File: src/hdl/bcc_consts.vh
// Contract
// - The counter is 24 bits and saturates at two to the 24 minus one.
// - Edge tally counts up from zero and copies on active gate edges.
// - With active-low polarity, edge tally captures on every falling gate edge.
// - Edge tally holds while the gate stays at its inactive level at arming.
// - The count input selects timebases, function pins or sibling terminal count.
// - Interval mode measures between successive same-polarity gate edges, rising by default.
// - Measurement modes default to the 20 MHz timebase, one 50 ns tick.
// - Interval mode starts at zero, stores on active edges, restarts at zero.
// - Captures fill the programmed entry count, then the counter disarms itself.
// - The 100 kHz timebase gives longer range at coarser resolution.
// - Active-low polarity makes interval mode measure between falling gate edges.
// - An external timebase on a function pin counts once selected and polarised.
// - The sibling counter terminal count is selectable as count input.
// - Half-interval mode measures between consecutive gate edges of either polarity.
// - Half-interval mode stores on any gate edge and restarts from zero.
// - Width mode measures pulses of the selected polarity, active high by default.
// - Width mode stores at pulse end and restarts at the next pulse start.
// - Counting begins at arming, so the first value may be partial; tally and width modes start then only if the gate is active.
// - The armed indication stays high during acquisition and drops at completion.
// - The count input edge is selectable, falling instead of the default rising.
`ifndef BCC_CONSTS_VH
`define BCC_CONSTS_VH

// Counter and data width.
`define BCC_CNT_W 24
`define BCC_CNT_MAX 24'hFFFFFF

// Acquisition modes.
`define BCC_MODE_TALLY 2'h0
`define BCC_MODE_INTERVAL 2'h1
`define BCC_MODE_HALF 2'h2
`define BCC_MODE_WIDTH 2'h3

// Count input selections; codes below 8 pick a function pin.
`define BCC_SRC_FAST 4'h8
`define BCC_SRC_SLOW 4'h9
`define BCC_SRC_SIBLING 4'hA
`define BCC_SRC_PIN_BIT 3

// Edge and polarity choices.
`define BCC_RISING_EDGE 1'h0
`define BCC_FALLING_EDGE 1'h1
`define BCC_ACTIVE_HIGH 1'h0
`define BCC_ACTIVE_LOW 1'h1

// Timing: clock rate and timebase rates in hertz.
`define BCC_CLK_HZ 20000000
`define BCC_FAST_HZ 20000000
`define BCC_SLOW_HZ 100000
`define BCC_FAST_DIV (`BCC_CLK_HZ / `BCC_FAST_HZ)
`define BCC_SLOW_DIV (`BCC_CLK_HZ / `BCC_SLOW_HZ)
`define BCC_DIV_W 8
// Last divider count of a slow tick period, sized to the divider.
`define BCC_SLOW_LAST 8'hC7

// Reset values.
`define BCC_CNT_RST 24'h000000

`endif

File: src/hdl/bcc_counter.v
`timescale 1ns/1ps
`include "bcc_consts.vh"

module bcc_counter (
  // Clock, reset and enable.
  input wire MCLK_I,
  input wire ARST_N_I,
  input wire CE_I,
  // Configuration, latched at arming.
  input wire [1:0] MODE_I,
  input wire [3:0] COUNT_INPUT_SELECT_I,
  input wire COUNT_INPUT_EDGE_I,
  input wire [2:0] CAPTURE_INPUT_SELECT_I,
  input wire CAPTURE_INPUT_EDGE_I,
  input wire [23:0] BUF_ENTRIES_I,
  // Actions.
  input wire ARM_ACTION_I,
  input wire RESET_ACTION_I,
  // Connector side.
  input wire [7:0] FUNC_PIN_I,
  input wire SIBLING_TC_I,
  // Status.
  output reg ARMED_O,
  output reg [23:0] COUNT_O,
  output reg [23:0] ENTRIES_DONE_O,
  output reg TC_REACHED_O,
  output reg OVERRUN_O,
  // Capture stream.
  output wire [23:0] DATA_O,
  output wire DATA_VALID_O,
  input wire DATA_READY_I
);

  // Edge of a registered level, rising or falling as asked.
  function edge_seen;
    input prev;
    input cur;
    input fall;
    begin
      edge_seen = fall ? (prev & ~cur) : (~prev & cur);
    end
  endfunction

  // Pick the raw count input level for a selection code.
  function src_level;
    input [3:0] sel;
    input [7:0] pins;
    input sib;
    begin
      if (!sel[`BCC_SRC_PIN_BIT]) begin
        src_level = pins[sel[2:0]];
      end else begin
        src_level = sib;
      end
    end
  endfunction

  localparam [`BCC_DIV_W-1:0] SLOW_LAST = `BCC_SLOW_LAST;

  // Latched configuration.
  reg [1:0] mode_q;
  reg [3:0] src_sel_q;
  reg src_fall_q;
  reg [2:0] gate_sel_q;
  reg gate_low_q;
  reg [23:0] target_q;

  // Running state.
  reg [23:0] cnt_q;
  reg [23:0] cnt_d;
  reg run_q;
  reg run_d;
  reg [`BCC_DIV_W-1:0] div_q;
  reg src_lvl_q;
  reg src_prev_q;
  reg gate_lvl_q;
  reg gate_prev_q;

  wire slow_tick;
  wire src_edge;
  reg tick;
  wire g_rise;
  wire g_fall;
  wire g_start;
  wire g_end;
  reg cap;
  wire push;
  wire buf_ready;
  wire gate_now;
  wire gate_act_now;
  wire last_entry;

  // Slow timebase runs free so its phase does not depend on arming.
  // slow timebase divider
  assign slow_tick = (div_q == SLOW_LAST);

  assign src_edge = edge_seen(src_prev_q, src_lvl_q, src_fall_q);

  // Count tick from the selected input; fast timebase ticks every cycle.
  // count input selection
  always @* begin
    case (src_sel_q)
      `BCC_SRC_FAST: tick = 1'b1;
      `BCC_SRC_SLOW: tick = slow_tick;
      `BCC_SRC_SIBLING: tick = src_edge;
      default: tick = src_sel_q[`BCC_SRC_PIN_BIT] ? 1'b0 : src_edge;
    endcase
  end

  // Gate edges seen on the registered gate level.
  assign g_rise = edge_seen(gate_prev_q, gate_lvl_q, `BCC_RISING_EDGE);
  assign g_fall = edge_seen(gate_prev_q, gate_lvl_q, `BCC_FALLING_EDGE);
  assign g_start = gate_low_q ? g_fall : g_rise;
  assign g_end = gate_low_q ? g_rise : g_fall;

  // Gate level on the incoming selection, used only in the arm cycle.
  assign gate_now = FUNC_PIN_I[CAPTURE_INPUT_SELECT_I];
  assign gate_act_now = gate_now ^ CAPTURE_INPUT_EDGE_I;

  // Capture condition per mode.
  always @* begin
    case (mode_q)
      `BCC_MODE_TALLY: cap = g_start;
      `BCC_MODE_INTERVAL: cap = g_start;
      `BCC_MODE_HALF: cap = g_rise | g_fall;
      `BCC_MODE_WIDTH: cap = g_end & run_q;
      default: cap = 1'b0;
    endcase
  end

  // captures enter the buffer in order
  // A capture in an arm or disarm cycle is dropped so runs never mix.
  assign push = ARMED_O & cap & ~RESET_ACTION_I & ~ARM_ACTION_I;
  assign last_entry = (ENTRIES_DONE_O + 24'h000001 >= target_q);

  // Next count and run state while armed.
  always @* begin
    cnt_d = cnt_q;
    run_d = run_q;
    case (mode_q)
      `BCC_MODE_TALLY: begin
        if (gate_lvl_q ^ gate_low_q) begin
          run_d = 1'b1;
        end
        if (run_q && tick && cnt_q != `BCC_CNT_MAX) begin
          cnt_d = cnt_q + 24'h000001;
        end
      end
      `BCC_MODE_WIDTH: begin
        if (g_start) begin
          run_d = 1'b1;
          cnt_d = `BCC_CNT_RST;
        end else if (g_end) begin
          run_d = 1'b0;
        end else if (run_q && tick && cnt_q != `BCC_CNT_MAX) begin
          cnt_d = cnt_q + 24'h000001;
        end
      end
      default: begin
        if (cap) begin
          cnt_d = `BCC_CNT_RST;
        end else if (tick && cnt_q != `BCC_CNT_MAX) begin
          cnt_d = cnt_q + 24'h000001;
        end
      end
    endcase
  end

  // Free-running divider for the slow timebase.
  always @(posedge MCLK_I or negedge ARST_N_I) begin
    if (!ARST_N_I) begin
      div_q <= {`BCC_DIV_W{1'b0}};
    end else if (CE_I) begin
      div_q <= slow_tick ? {`BCC_DIV_W{1'b0}} : div_q + 8'h01;
    end
  end

  // Input sampling; arming preloads both stages so no false edge appears.
  always @(posedge MCLK_I or negedge ARST_N_I) begin
    if (!ARST_N_I) begin
      src_lvl_q <= 1'b0;
      src_prev_q <= 1'b0;
      gate_lvl_q <= 1'b0;
      gate_prev_q <= 1'b0;
    end else if (CE_I) begin
      if (ARM_ACTION_I) begin
        src_lvl_q <= src_level(COUNT_INPUT_SELECT_I, FUNC_PIN_I,
                               SIBLING_TC_I);
        src_prev_q <= src_level(COUNT_INPUT_SELECT_I, FUNC_PIN_I,
                                SIBLING_TC_I);
        gate_lvl_q <= gate_now;
        gate_prev_q <= gate_now;
      end else begin
        src_lvl_q <= src_level(src_sel_q, FUNC_PIN_I, SIBLING_TC_I);
        src_prev_q <= src_lvl_q;
        gate_lvl_q <= FUNC_PIN_I[gate_sel_q];
        gate_prev_q <= gate_lvl_q;
      end
    end
  end

  // Configuration is latched at arming so edits cannot upset a run.
  always @(posedge MCLK_I or negedge ARST_N_I) begin
    if (!ARST_N_I) begin
      mode_q <= `BCC_MODE_TALLY;
      src_sel_q <= `BCC_SRC_FAST;
      src_fall_q <= `BCC_RISING_EDGE;
      gate_sel_q <= 3'h0;
      gate_low_q <= `BCC_ACTIVE_HIGH;
      target_q <= 24'h000001;
    end else if (CE_I && ARM_ACTION_I) begin
      mode_q <= MODE_I;
      src_sel_q <= COUNT_INPUT_SELECT_I;
      src_fall_q <= COUNT_INPUT_EDGE_I;
      gate_sel_q <= CAPTURE_INPUT_SELECT_I;
      gate_low_q <= CAPTURE_INPUT_EDGE_I;
      target_q <= BUF_ENTRIES_I;
    end
  end

  // Arming, counting, capture bookkeeping and self-disarm.
  always @(posedge MCLK_I or negedge ARST_N_I) begin
    if (!ARST_N_I) begin
      ARMED_O <= 1'b0;
      cnt_q <= `BCC_CNT_RST;
      run_q <= 1'b0;
      ENTRIES_DONE_O <= 24'h000000;
      TC_REACHED_O <= 1'b0;
      OVERRUN_O <= 1'b0;
    end else if (CE_I) begin
      if (RESET_ACTION_I) begin
        ARMED_O <= 1'b0;
        run_q <= 1'b0;
      end else if (ARM_ACTION_I) begin
        ARMED_O <= 1'b1;
        cnt_q <= `BCC_CNT_RST;
        ENTRIES_DONE_O <= 24'h000000;
        TC_REACHED_O <= 1'b0;
        OVERRUN_O <= 1'b0;
        if (MODE_I == `BCC_MODE_TALLY || MODE_I == `BCC_MODE_WIDTH) begin
          run_q <= gate_act_now;
        end else begin
          run_q <= 1'b1;
        end
      end else if (ARMED_O) begin
        cnt_q <= cnt_d;
        run_q <= run_d;
        if (cnt_d == `BCC_CNT_MAX) begin
          TC_REACHED_O <= 1'b1;
        end
        if (push && buf_ready) begin
          ENTRIES_DONE_O <= ENTRIES_DONE_O + 24'h000001;
          if (last_entry) begin
            ARMED_O <= 1'b0;
          end
        end else if (push) begin
          OVERRUN_O <= 1'b1;
        end
      end
    end
  end

  // Live count for status, one cycle behind the counter.
  always @(posedge MCLK_I or negedge ARST_N_I) begin
    if (!ARST_N_I) begin
      COUNT_O <= `BCC_CNT_RST;
    end else if (CE_I) begin
      COUNT_O <= cnt_q;
    end
  end

  // The buffer absorbs a receiver stall of up to two words; a capture while it is full is dropped and sets OVERRUN_O.
  // valid held high while the buffer holds a word
  bcc_pair_buf u_buf (
    .clk_i(MCLK_I),
    .arst_n_i(ARST_N_I),
    .ce_i(CE_I),
    .in_data_i(cnt_q),
    .in_valid_i(push),
    .in_ready_o(buf_ready),
    .out_data_o(DATA_O),
    .out_valid_o(DATA_VALID_O),
    .out_ready_i(DATA_READY_I)
  );

endmodule // bcc_counter

File: src/hdl/bcc_pair_buf.v
`timescale 1ns/1ps
`include "bcc_consts.vh"

module bcc_pair_buf (
  // Clock, reset and enable.
  input wire clk_i,
  input wire arst_n_i,
  input wire ce_i,
  // Filling side.
  input wire [`BCC_CNT_W-1:0] in_data_i,
  input wire in_valid_i,
  output wire in_ready_o,
  // Draining side.
  output wire [`BCC_CNT_W-1:0] out_data_o,
  output wire out_valid_o,
  input wire out_ready_i
);

  reg [`BCC_CNT_W-1:0] mem_q [0:1];
  reg wr_ptr_q;
  reg rd_ptr_q;
  reg [1:0] fill_q;
  wire push;
  wire pop;

  // Two entries let the source keep going for one stalled word.
  assign in_ready_o = (fill_q != 2'h2);
  assign out_valid_o = (fill_q != 2'h0);
  assign out_data_o = mem_q[rd_ptr_q];
  assign push = in_valid_i & in_ready_o;
  assign pop = out_valid_o & out_ready_i;

  // Pointers and fill level; push and pop may coincide.
  always @(posedge clk_i or negedge arst_n_i) begin
    if (!arst_n_i) begin
      mem_q[0] <= `BCC_CNT_RST;
      mem_q[1] <= `BCC_CNT_RST;
      wr_ptr_q <= 1'b0;
      rd_ptr_q <= 1'b0;
      fill_q <= 2'h0;
    end else if (ce_i) begin
      if (push) begin
        mem_q[wr_ptr_q] <= in_data_i;
        wr_ptr_q <= ~wr_ptr_q;
      end
      if (pop) begin
        rd_ptr_q <= ~rd_ptr_q;
      end
      if (push && !pop) begin
        fill_q <= fill_q + 2'h1;
      end else if (pop && !push) begin
        fill_q <= fill_q - 2'h1;
      end
    end
  end

endmodule // bcc_pair_buf

File: config.mk
export PLATFORM = sky130hd
export DESIGN_NAME = bcc_counter
export DESIGN_NICKNAME = d
export VERILOG_FILES = /design/src/hdl/bcc_counter.v /design/src/hdl/bcc_pair_buf.v
export VERILOG_INCLUDE_DIRS = /design/src /design/src/hdl
export SDC_FILE = /design/constraint.sdc
export NUM_CORES = 1
export LEC_CHECK = 0
export ABC_AREA = 0
export BUFFER_PORTS_ARGS = -buffer_cell sky130_fd_sc_hd__buf_4
export CORE_MARGIN = 8
export CORE_UTILIZATION = 59
export DETAILED_ROUTE_END_ITERATION = 8
export GPL_TIMING_DRIVEN = 0
export PLACE_DENSITY = 0.82
export SYNTH_ARGS = -nofsm -noshare
export SYNTH_HDL_FRONTEND = slang
export SYNTH_HIERARCHICAL = 1
export SYNTH_SLANG_ARGS = --single-unit
File: constraint.sdc
create_clock -name MCLK_I -period 4.4 [get_ports MCLK_I]
set_clock_uncertainty 0.2 [all_clocks]
set_input_delay 0.66 -clock MCLK_I [delete_from_list [all_inputs] [get_ports MCLK_I]]
set_output_delay 0.66 -clock MCLK_I [all_outputs]
set_load 0.02 [all_outputs]
==> results of run 1 <==
-- routing by layer --
layer | up-vias | GRT usage | wire length (microns)
li1 | 3943 | - | -
met1 | 4315 | 0.345 | 12300
met2 | 409 | 0.425 | 14000
met3 | 70 | 0.0601 | 2400
met4 | 0 | 0.137 | 1030
met5 | - | 0 | 0
-- repair_timing --
action / CTS / global route
pin swaps: 0 / 0
resized for setup: 2 / 3
setup endpoints to repair: 1 / 1
-- cell families (layout without fill, tap and decap cells) --
kind of cell,Yosys count,after routing,synth area share
AND/OR/NAND/NOR,315,315,0.160
buffers and inverters,91,249,0.0405
adder cells (fa/ha/maj),33,33,0.0395
flip-flops,175,175,0.419
multiplexers,147,147,0.173
AO/OA/AOI/OAI,192,192,0.131
XOR/XNOR,44,44,0.0368
-- per-stage QoR --
stage                     power, mW  area [sq um]
after detailed placement       2.83         11700
after CTS                      4.38         12300
after floorplan                2.48         10500
after global placement         2.80         11700
after global routing           4.54         12300
final                          4.37         12300
-- area by class of cell --
cell class	count	area share
clock inverter	12	0.0129
sequential	175	0.355
clock buffer	20	0.0354
multi-input combinational	731	0.460
tap	225	0.0228
inverter	36	0.0110
timing repair buffer	126	0.0790
buffer	55	0.0234
-- flip-flops by register name, summed over array words and instances (netlist names) --
| name | cells |
|---|---|
| u_buf/wr_ptr_q | 1 |
| u_buf/mem_q | 48 |
| src_lvl_q | 1 |
| div_q | 8 |
| src_fall_q | 1 |
| target_q | 24 |
| src_prev_q | 1 |
| TC_REACHED_O | 1 |
| gate_sel_q | 3 |
| mode_q | 2 |
| COUNT_O | 24 |
| gate_low_q | 1 |
| run_q | 1 |
| u_buf/fill_q | 2 |
| ARMED_O | 1 |
| u_buf/rd_ptr_q | 1 |
| gate_lvl_q | 1 |
| src_sel_q | 4 |
| ENTRIES_DONE_O | 24 |
| OVERRUN_O | 1 |
| cnt_q | 24 |
| gate_prev_q | 1 |
-- worst paths after layout --
kind,start,to,cells past startpoint
max in group asynchronous,ARST_N_I,src_sel_q[3]$_DFFE_PN1P_,2
min reg2reg,div_q[7]$_DFFE_PN0P_,div_q[7]$_DFFE_PN0P_,1
min,ARST_N_I,u_buf/mem_q[6]$_DFFE_PN0P_,1
max reg2reg,ENTRIES_DONE_O[0]$_DFFE_PN0P_,ARMED_O$_DFFE_PN0P_,15
max,ENTRIES_DONE_O[0]$_DFFE_PN0P_,ARMED_O$_DFFE_PN0P_,15
min in group MCLK_I,BUF_ENTRIES_I[14],target_q[14]$_DFFE_PN0P_,2
-- critical path: stages, from the launching register on --
cell and delay (ps):
dfrtp_1 500, ha_1 310, and3_1 220, and3_1 260
and3_1 240, and3_1 230, and3_1 160, clkbuf_1 230
nand2_1 100, nor2_1 140, xnor2_1 180, ha_1 290
a21o_1 170, a2111oi_2 510, o311ai_1 270, nand2_1 110
-- synthesized netlist by cell type, types with 22 or more instances --
library cell	n	area [sq um]
clkbuf_1	30	113
and3_1	27	169
nand2_1	99	372
mux2_2	112	1260
nor2_1	47	176
inv_1	35	131
a21o_1	23	173
xnor2_1	22	193
dfrtp_1	173	4330
nand3_1	41	205
ha_1	33	413
o21ai_0	45	225
xor2_1	22	193
-- power groups by stage --
stage	Sequential, mW	Clock, mW	Combinational (mW)
finish	1.84	1.55	0.975
CTS	1.84	1.57	0.962
global placement	1.86	0	0.938
detailed placement	1.87	0	0.955
global route	1.86	1.64	1.05
floorplan	1.85	0	0.623
-- layout by cell type (no fill, tap or decap), types with 6 or more instances in the layout --
master,instances
clkbuf_1,33
a21o_1,23
o21ai_0,45
xor2_1,22
nand4_1,14
xnor2_1,22
buf_2,15
o211ai_1,7
nand3_1,41
inv_1,35
and3_1,27
a21oi_1,16
nand2_1,99
o22ai_1,8
mux2i_1,6
nor4_1,7
a31oi_1,11
nand2b_1,7
ha_1,33
o31ai_1,6
nor3_1,18
mux2_4,20
a22o_1,10
mux2_2,112
dfrtp_1,173
mux4_2,8
nor2_1,45
o21ai_1,7
clkbuf_16,17
buf_4,124
and2_1,10
==> reports/results.ini, run 1 <==
[run_status]
outcome = finished, violations left
failed_checks = hold timing

[timing]
worst_slew_pin_slew_ps = 951
finalSetupTns_ps = 0
slew_headroom = 0.364
min_period_ps = 4180
holdWs_ps = -20.0
rsz0062_at_grt = false
maxSlewViolCount = 0
worst_slack_ps = 215
post-route-period-util = 0.951
clock.fmax_mhz = 239
hold_viol = 8
finalSetupViolations = 0

[yosys]
ys_types = 90
ys_seq_area_frac = 0.419
synth_area_sq_um = 10500
syn-num-nets = 1080
synthCells = 997
synth_top_flop_cell = dfrtp_1
synth-edff-count = 0
synth_seq_cells = 175
avgSynthCellArea_sq_um = 10.5
yosysWarnings = 6
async_reset_ff_frac = 1.00

[floorplanning]
die_h_microns = 149
rows = 48
start_util = 0.605
die_x_microns = 149
die_area_sq_um = 22300
coreArea_sq_um = 17300
ios = 126

[clock_tree]
insertion_delay_ps = 440
ctsHoldBuffers = 0
cts_max_level = 4
clkSinkCount = 175
cts_tree = built
cts.path.max_buffers = 2
clkTransAtPathRegs_ps = 60
root_buffer = clkbuf_16
numCtsBuffers = 17
cts_setup_buffers = 0

[grt]
grt_pass1_wl_microns = 47600
grt-ovfl-total = 0
grt_pass1_vias = 8796
grt_start_max_net_pins = 98
grt_antenna_before_repair = 0
grt.total_usage = 0.270

[place]
portBuffers = 125
dp_hpwl_microns = 21400
pre_cts_ws_ps = -235
dp_cells = 1348
place_congestion = 1.01

[layout]
ff_latch_area_sq_um = 4380
multi_input_area_sq_um = 5670
layout-drive-gt1-share = 0.303
finalCoreUtilization = 0.713
syn_to_final_growth_pct = 17.8
final_cells = 1380
nets = 1225
n_antenna_cell = 0
fillers = 1299

[worst_setup_path]
crit_fanout = 7
rrSetupSlack_ps = 220
crit_type = flop to flop
cp_data_required_time_ps = 4570
end_kind = flop
crit_path_start_kind = flop
cp.arrival_ps = 4350

[routing]
vias_per_cell = 6.33
drt.antenna.violating_nets = 0
drtIter0Drc = 828
drtPass1Iterations = 5
dr_total_vias = 8737
wl_per_cell_microns = 21.5
totalWireLength_microns = 29700
drc = 0

[pwr]
seqPwrFrac = 0.422
switchingPower_mw = 1.35
ir_drop_mv = 0.311
powerDensity_nw_per_um2 = 355
switching_share = 0.309
leakagePower_nw = 5.99
clkPwrFrac = 0.355
power_frac_comb = 0.223
intPower_mw = 3.02

[run]
max-cap-violations = 0

[hold_path]
hp-class = primary input to async pin

No activity file was read; power rests on OpenSTA's default activity.
==> run 2, diff against run 1 <==
Settings changed: CORE_UTILIZATION 59 to 57, PLACE_DENSITY 0.82 to 0.75.
==> run 2 against run 1 <==
  * The flow still finishes with violations (hold timing)
  * Largest cell class unchanged
  * Total power grew 0.27%
  * Worst hold slack gained 8.8 ps
  * Sequential share of layout area is essentially flat
  * Critical path depth shrank 1
==> reports/results.ini, run 2 (synthesis gave the netlist of run 1 again) <==
[grt]
grt_antenna_before_repair = 0  ; unchanged
grt_pass1_vias = 8535  ; -3.0%
grt_pass1_wl_microns = 46700  ; -2.0%
grt-ovfl-total = 0  ; unchanged
grt_start_max_net_pins = 100  ; +2.0%
grt.total_usage = 0.262  ; -0.00852

[worst_setup_path]
crit_fanout = 7  ; unchanged
cp.depth = 14  ; -1
reg2reg_depth = 14  ; -1
cp.arrival_ps = 4280  ; -70 ps
worstPathCellList = nand3_1 > nor2_2 > nand3_1 > nor2_2 > and3_1 > nand3_1 > nor2_1 > xor2_1 > ha_1 > a21o_1 > a21o_1 > a2111oi_2 > o311ai_0 > nand2_1
cp_slowest_cell = dfrtp_1
crit_type = flop to flop
end_kind = flop
crit_path_start_kind = flop
rrSetupSlack_ps = 290  ; +70 ps
cpMostUsedCell = nand3_1
critical_path_buf_inv_count = 0  ; -1
cpPeakStageDelay_ps = 480  ; -30 ps
crit_family = simple AND/OR/NAND/NOR gates
cp_data_required_time_ps = 4560  ; about the same

[layout]
layout-drive-gt1-share = 0.306  ; +0.00260
fin_area_sq_um = 12300  ; +0.10%
nets = 1225  ; unchanged
layout_common_cells = dfrtp_1, buf_4, mux2_2, nand2_1
largest_register = u_buf/mem_q
syn_to_final_growth_pct = 17.9
largest_register_ff_count = 48  ; unchanged
n_antenna_cell = 0  ; unchanged
mostFrequentLayoutCell = dfrtp_1

[clock_tree]
ctsHoldBuffers = 0  ; unchanged
cts.path.max_buffers = 2  ; unchanged
root_buffer = clkbuf_16
clkTransAtPathRegs_ps = 70  ; about the same
cts_tree = built
numCtsBuffers = 17  ; unchanged
insertion_delay_ps = 430  ; about the same
cts_max_level = 4  ; unchanged
clkSinkCount = 175  ; unchanged
cts_setup_buffers = 0  ; unchanged

[routing]
drtPass1Iterations = 5  ; unchanged
drc = 0  ; unchanged
dr_total_vias = 8541  ; -2.2%
drtIter0Drc = 970  ; +17%
drt.antenna.violating_nets = 0  ; unchanged
wl_per_cell_microns = 21.2  ; -1.7%
totalWireLength_microns = 29300  ; -1.4%
vias_per_cell = 6.17  ; -2.5%

[run_status]
outcome = finished, violations left
failed_checks = hold timing

[hold_path]
hp-class = primary input to async pin

[floorplanning]
ios = 126  ; unchanged
coreArea_sq_um = 18000  ; +3.9%
die_x_microns = 152  ; +1.6%
rows = 49  ; +2.1%
start_util = 0.583  ; -0.0225
die_h_microns = 152  ; +1.6%
die_area_sq_um = 23000  ; +3.1%

[place]
portBuffers = 125  ; unchanged
place_congestion = 0.984  ; -2.4%
dp_hpwl_microns = 21100  ; -1.3%
dpl_cell_area_sq_um = 11700  ; about the same

[run]
max-cap-violations = 0  ; unchanged

[timing]
post-route-period-util = 0.935  ; -0.0160
min_period_ps = 4110  ; -70.5 ps
worst_slew_pin_slew_ps = 1010  ; +55.0 ps
finalSetupViolations = 0  ; unchanged
rsz0062_at_grt = false
maxSlewViolCount = 0  ; unchanged
finalSetupTns_ps = 0  ; unchanged
clock.fmax_mhz = 243  ; +1.7%
holdWs_ps = -11.2  ; +8.80 ps
slew_headroom = 0.329  ; -0.0343
hold_viol = 7  ; -1

[pwr]
powerDensity_nw_per_um2 = 355  ; +0.16%
leakagePower_nw = 6.00  ; +0.11%
ir_drop_mv = 0.377  ; +21%
total_power_mw = 4.38  ; +0.27%

## run 2: changes by cell type in the layout (fill, tap and decap cells not counted), sizes merged
cell | previous run | this run
clkinvlp | 2 | 3
clkbuf | 51 | 49
inv | 39 | 38
clkinv | 4 | 6
## run 2: metrics by stage
step	std cells	util	setup slack (ps)
after global routing	1384	0.687	27.8
after global placement	1351	0.651	-259
final	1384	0.687	286
after CTS	1384	0.687	106
after detailed placement	1352	0.653	-207
after floorplan	997	-	781
## run 2: report_power, final
group	leakage (nW)	internal, mW	switching [mW]	total, mW
combinational	3.38	0.392	0.579	0.971
sequential	2.33	1.73	0.112	1.84
clock	0.292	0.908	0.662	1.57
## run 2: layout make-up
class                   instances  area [sq um]
plain buffers                  55           289
flip-flops and latches        175          4380
fillers                      1439          5620
clock buffers                  18           439
clock inverters                14           164
multi-input cells             731          5670
well taps                     229           287
repair buffers                126           973
inverters                      36           135
## run 2: repair_timing
action,in CTS,in global routing
gates resized for setup,2,2
endpoints found under the hold margin,0,0
setup endpoints to repair,1,1
## run 2: path summary, 6_finish.rpt
kind                                          startpoint                          end
max                        ENTRIES_DONE_O[0]$_DFFE_PN0P_          ARMED_O$_DFFE_PN0P_
min                                             ARST_N_I  u_buf/mem_q[29]$_DFFE_PN0P_
max reg2reg                ENTRIES_DONE_O[0]$_DFFE_PN0P_          ARMED_O$_DFFE_PN0P_
min reg2reg                         div_q[7]$_DFFE_PN0P_         div_q[7]$_DFFE_PN0P_
max in group asynchronous                       ARST_N_I      target_q[0]$_DFFE_PN1P_
min in group MCLK_I                     BUF_ENTRIES_I[4]      target_q[4]$_DFFE_PN0P_
## run 2: metal layers
metal  vias to the layer above  global-route usage  part of all wire
met1                      4203               0.339              0.42
met2                       349               0.414              0.47
met4                         0               0.103             0.031
li1                       3929                   -                 -
met5                         -                   0                 0
met3                        60              0.0671             0.080
==> run 3, diff against run 2 <==
Settings changed: CORE_UTILIZATION 57 to 40, PLACE_DENSITY 0.75 to 0.55.
==> run 3 against run 2 <==
  * The flow still finishes with violations (hold timing)
  * Cell count is 7.7% higher
  * Global-route usage shrank 6.6 points
  * Non-clock buffer count did not move
  * Largest power group unchanged
==> reports/results.ini, run 3 (synthesis gave the netlist of run 1 again) <==
[place]
place_congestion = 0.904  ; -8.1%
dp_cells = 1458  ; +7.8%
dp_hpwl_microns = 22400  ; +6.1%
portBuffers = 125  ; unchanged
pre_cts_ws_ps = -537  ; -329 ps
dpl_cell_area_sq_um = 11900  ; +1.1%

[timing]
worst_slew_pin_slew_ps = 1100  ; +96.6 ps
maxSlewViolCount = 0  ; unchanged
min_period_ps = 4030  ; -85.1 ps
holdWs_ps = -3.32  ; +7.91 ps
slew_headroom = 0.265  ; -0.0644
finalSetupViolations = 0  ; unchanged
worst_slack_ps = 371  ; +85.1 ps
rsz0062_at_grt = false
post-route-period-util = 0.916  ; -0.0193
hold_viol = 1  ; -6
clock.fmax_mhz = 248  ; +2.1%

[pwr]
total_power_mw = 4.35  ; -0.71%
ir_drop_mv = 0.252  ; -33%
leakagePower_nw = 5.99  ; -0.19%
switchingPower_mw = 1.38  ; +2.2%
clkPwrFrac = 0.353  ; -0.005
switching_share = 0.318  ; +0.00909
intPower_mw = 2.97  ; -2.0%
power_frac_comb = 0.224  ; +0.003
powerDensity_nw_per_um2 = 349  ; -1.7%
seqPwrFrac = 0.423  ; +0.003

[grt]
grt_antenna_before_repair = 0  ; unchanged
grt-ovfl-total = 0  ; unchanged
grt.total_usage = 0.196  ; -0.0660
grt_pass1_wl_microns = 48600  ; +4.1%
grt_start_max_net_pins = 95  ; -5.0%
grt_pass1_vias = 8476  ; -0.69%

[worst_setup_path]
crit_type = flop to flop
end_kind = flop
crit_fanout = 7  ; unchanged
cp_data_required_time_ps = 4560  ; about the same
rrSetupSlack_ps = 370  ; +90 ps
crit_path_start_kind = flop
cp.arrival_ps = 4190  ; -90 ps

[routing]
drt.antenna.violating_nets = 0  ; unchanged
wl_per_cell_microns = 20.6  ; -2.8%
totalWireLength_microns = 30600  ; +4.6%
dr_total_vias = 8383  ; -1.8%
drtPass1Iterations = 5  ; unchanged
vias_per_cell = 5.63  ; -8.8%
drtIter0Drc = 596  ; -39%
drc = 0  ; unchanged

[layout]
largest_register = u_buf/mem_q
largest_register_ff_count = 48  ; unchanged
final_cells = 1490  ; +7.7%
layout_common_cells = dfrtp_1, buf_4, mux2_2, nand2_1
nets = 1225  ; unchanged
syn_to_final_growth_pct = 19.1
layout-drive-gt1-share = 0.305  ; -0.000866
mostFrequentLayoutCell = dfrtp_1
fin_area_sq_um = 12500  ; +1.0%
n_antenna_cell = 0  ; unchanged

[clock_tree]
insertion_delay_ps = 430  ; about the same
numCtsBuffers = 17  ; unchanged
clkTransAtPathRegs_ps = 70  ; about the same
ctsHoldBuffers = 0  ; unchanged
cts.path.max_buffers = 2  ; unchanged
cts_setup_buffers = 0  ; unchanged
cts_tree = built
cts_max_level = 4  ; unchanged
root_buffer = clkbuf_16
clkSinkCount = 175  ; unchanged

[run]
max-cap-violations = 0  ; unchanged

[run_status]
outcome = finished, violations left
failed_checks = hold timing

[floorplanning]
rows = 59  ; +20%
start_util = 0.404  ; -0.179
die_x_microns = 178  ; +17%
ios = 126  ; unchanged
die_area_sq_um = 31600  ; +38%
die_h_microns = 178  ; +17%
coreArea_sq_um = 25900  ; +44%

[hold_path]
hp-class = primary input to async pin

## run 3: cell count changes in the layout (fill, tap and decap cells not counted)
cell / delta
clkinv_2: -3
clkinv_4: +2
a2111oi_2: -1
a2111oi_4: +1
bufinv_16: -1
clkbuf_1: +1
clkbuf_8: -1
inv_6: +1
inv_8: +1
o311ai_0: -1
o311ai_1: +1
## run 3: final timing paths
check / start / endpoint / depth (start not counted)
max: ENTRIES_DONE_O[0]$_DFFE_PN0P_ / ARMED_O$_DFFE_PN0P_ / 14
min: ARST_N_I / u_buf/mem_q[29]$_DFFE_PN0P_ / 1
max reg2reg: ENTRIES_DONE_O[0]$_DFFE_PN0P_ / ARMED_O$_DFFE_PN0P_ / 14
min reg2reg: div_q[7]$_DFFE_PN0P_ / div_q[7]$_DFFE_PN0P_ / 1
max in group asynchronous: ARST_N_I / target_q[0]$_DFFE_PN1P_ / 2
min in group MCLK_I: BUF_ENTRIES_I[13] / target_q[13]$_DFFE_PN0P_ / 2
## run 3: metal layers
| metal | global-route usage | up-vias | share of wire |
|---|---|---|---|
| met4 | 0.0722 | 0 | 0.027 |
| met5 | 0 | - | 0 |
| met3 | 0.0474 | 44 | 0.068 |
| met1 | 0.258 | 4100 | 0.44 |
| met2 | 0.307 | 291 | 0.46 |
| li1 | - | 3948 | - |
## run 3: cell type report
class	instances	area, sq um
inverter	36	135
tap	335	419
sequential	175	4380
multi-input combinational	731	5680
clock inverter	14	156
timing repair buffer	126	973
clock buffer	18	429
buffer	55	289
fill	2456	13400
## run 3: power groups by stage
| stage | registers [mW] | logic, mW | clock network [mW] |
|---|---|---|---|
| floorplan | 1.85 | 0.623 | 0 |
| global placement | 1.87 | 0.962 | 0 |
| detailed placement | 1.87 | 0.968 | 0 |
| CTS | 1.84 | 0.975 | 1.58 |
| global route | 1.86 | 1.05 | 1.64 |
| finish | 1.84 | 0.974 | 1.54 |
## run 3: repair_timing
item | 4_1_cts | 5_1_grt
gates resized for setup | 3 | 3
setup endpoints to repair | 1 | 1
pin swaps | 0 | 0
## run 3: per-stage QoR
stage                     setup TNS [ps]  utilization
final                                  0        0.481
after global routing                   0        0.481
after CTS                              0        0.480
after detailed placement            -537        0.458
after global placement              -568        0.456
after floorplan                        0            -
## run 3: worst max-delay path: stages, from the launching register on
cell	delay (ps)
dfrtp_1	500
nand3_1	130
nor2_2	210
nand3_1	220
nor2_2	270
and3_1	310
nand3_1	270
nor2_1	190
xor2_1	220
ha_1	280
a21o_1	190
a21o_1	200
a2111oi_4	430
o311ai_1	230
nand2_1	100
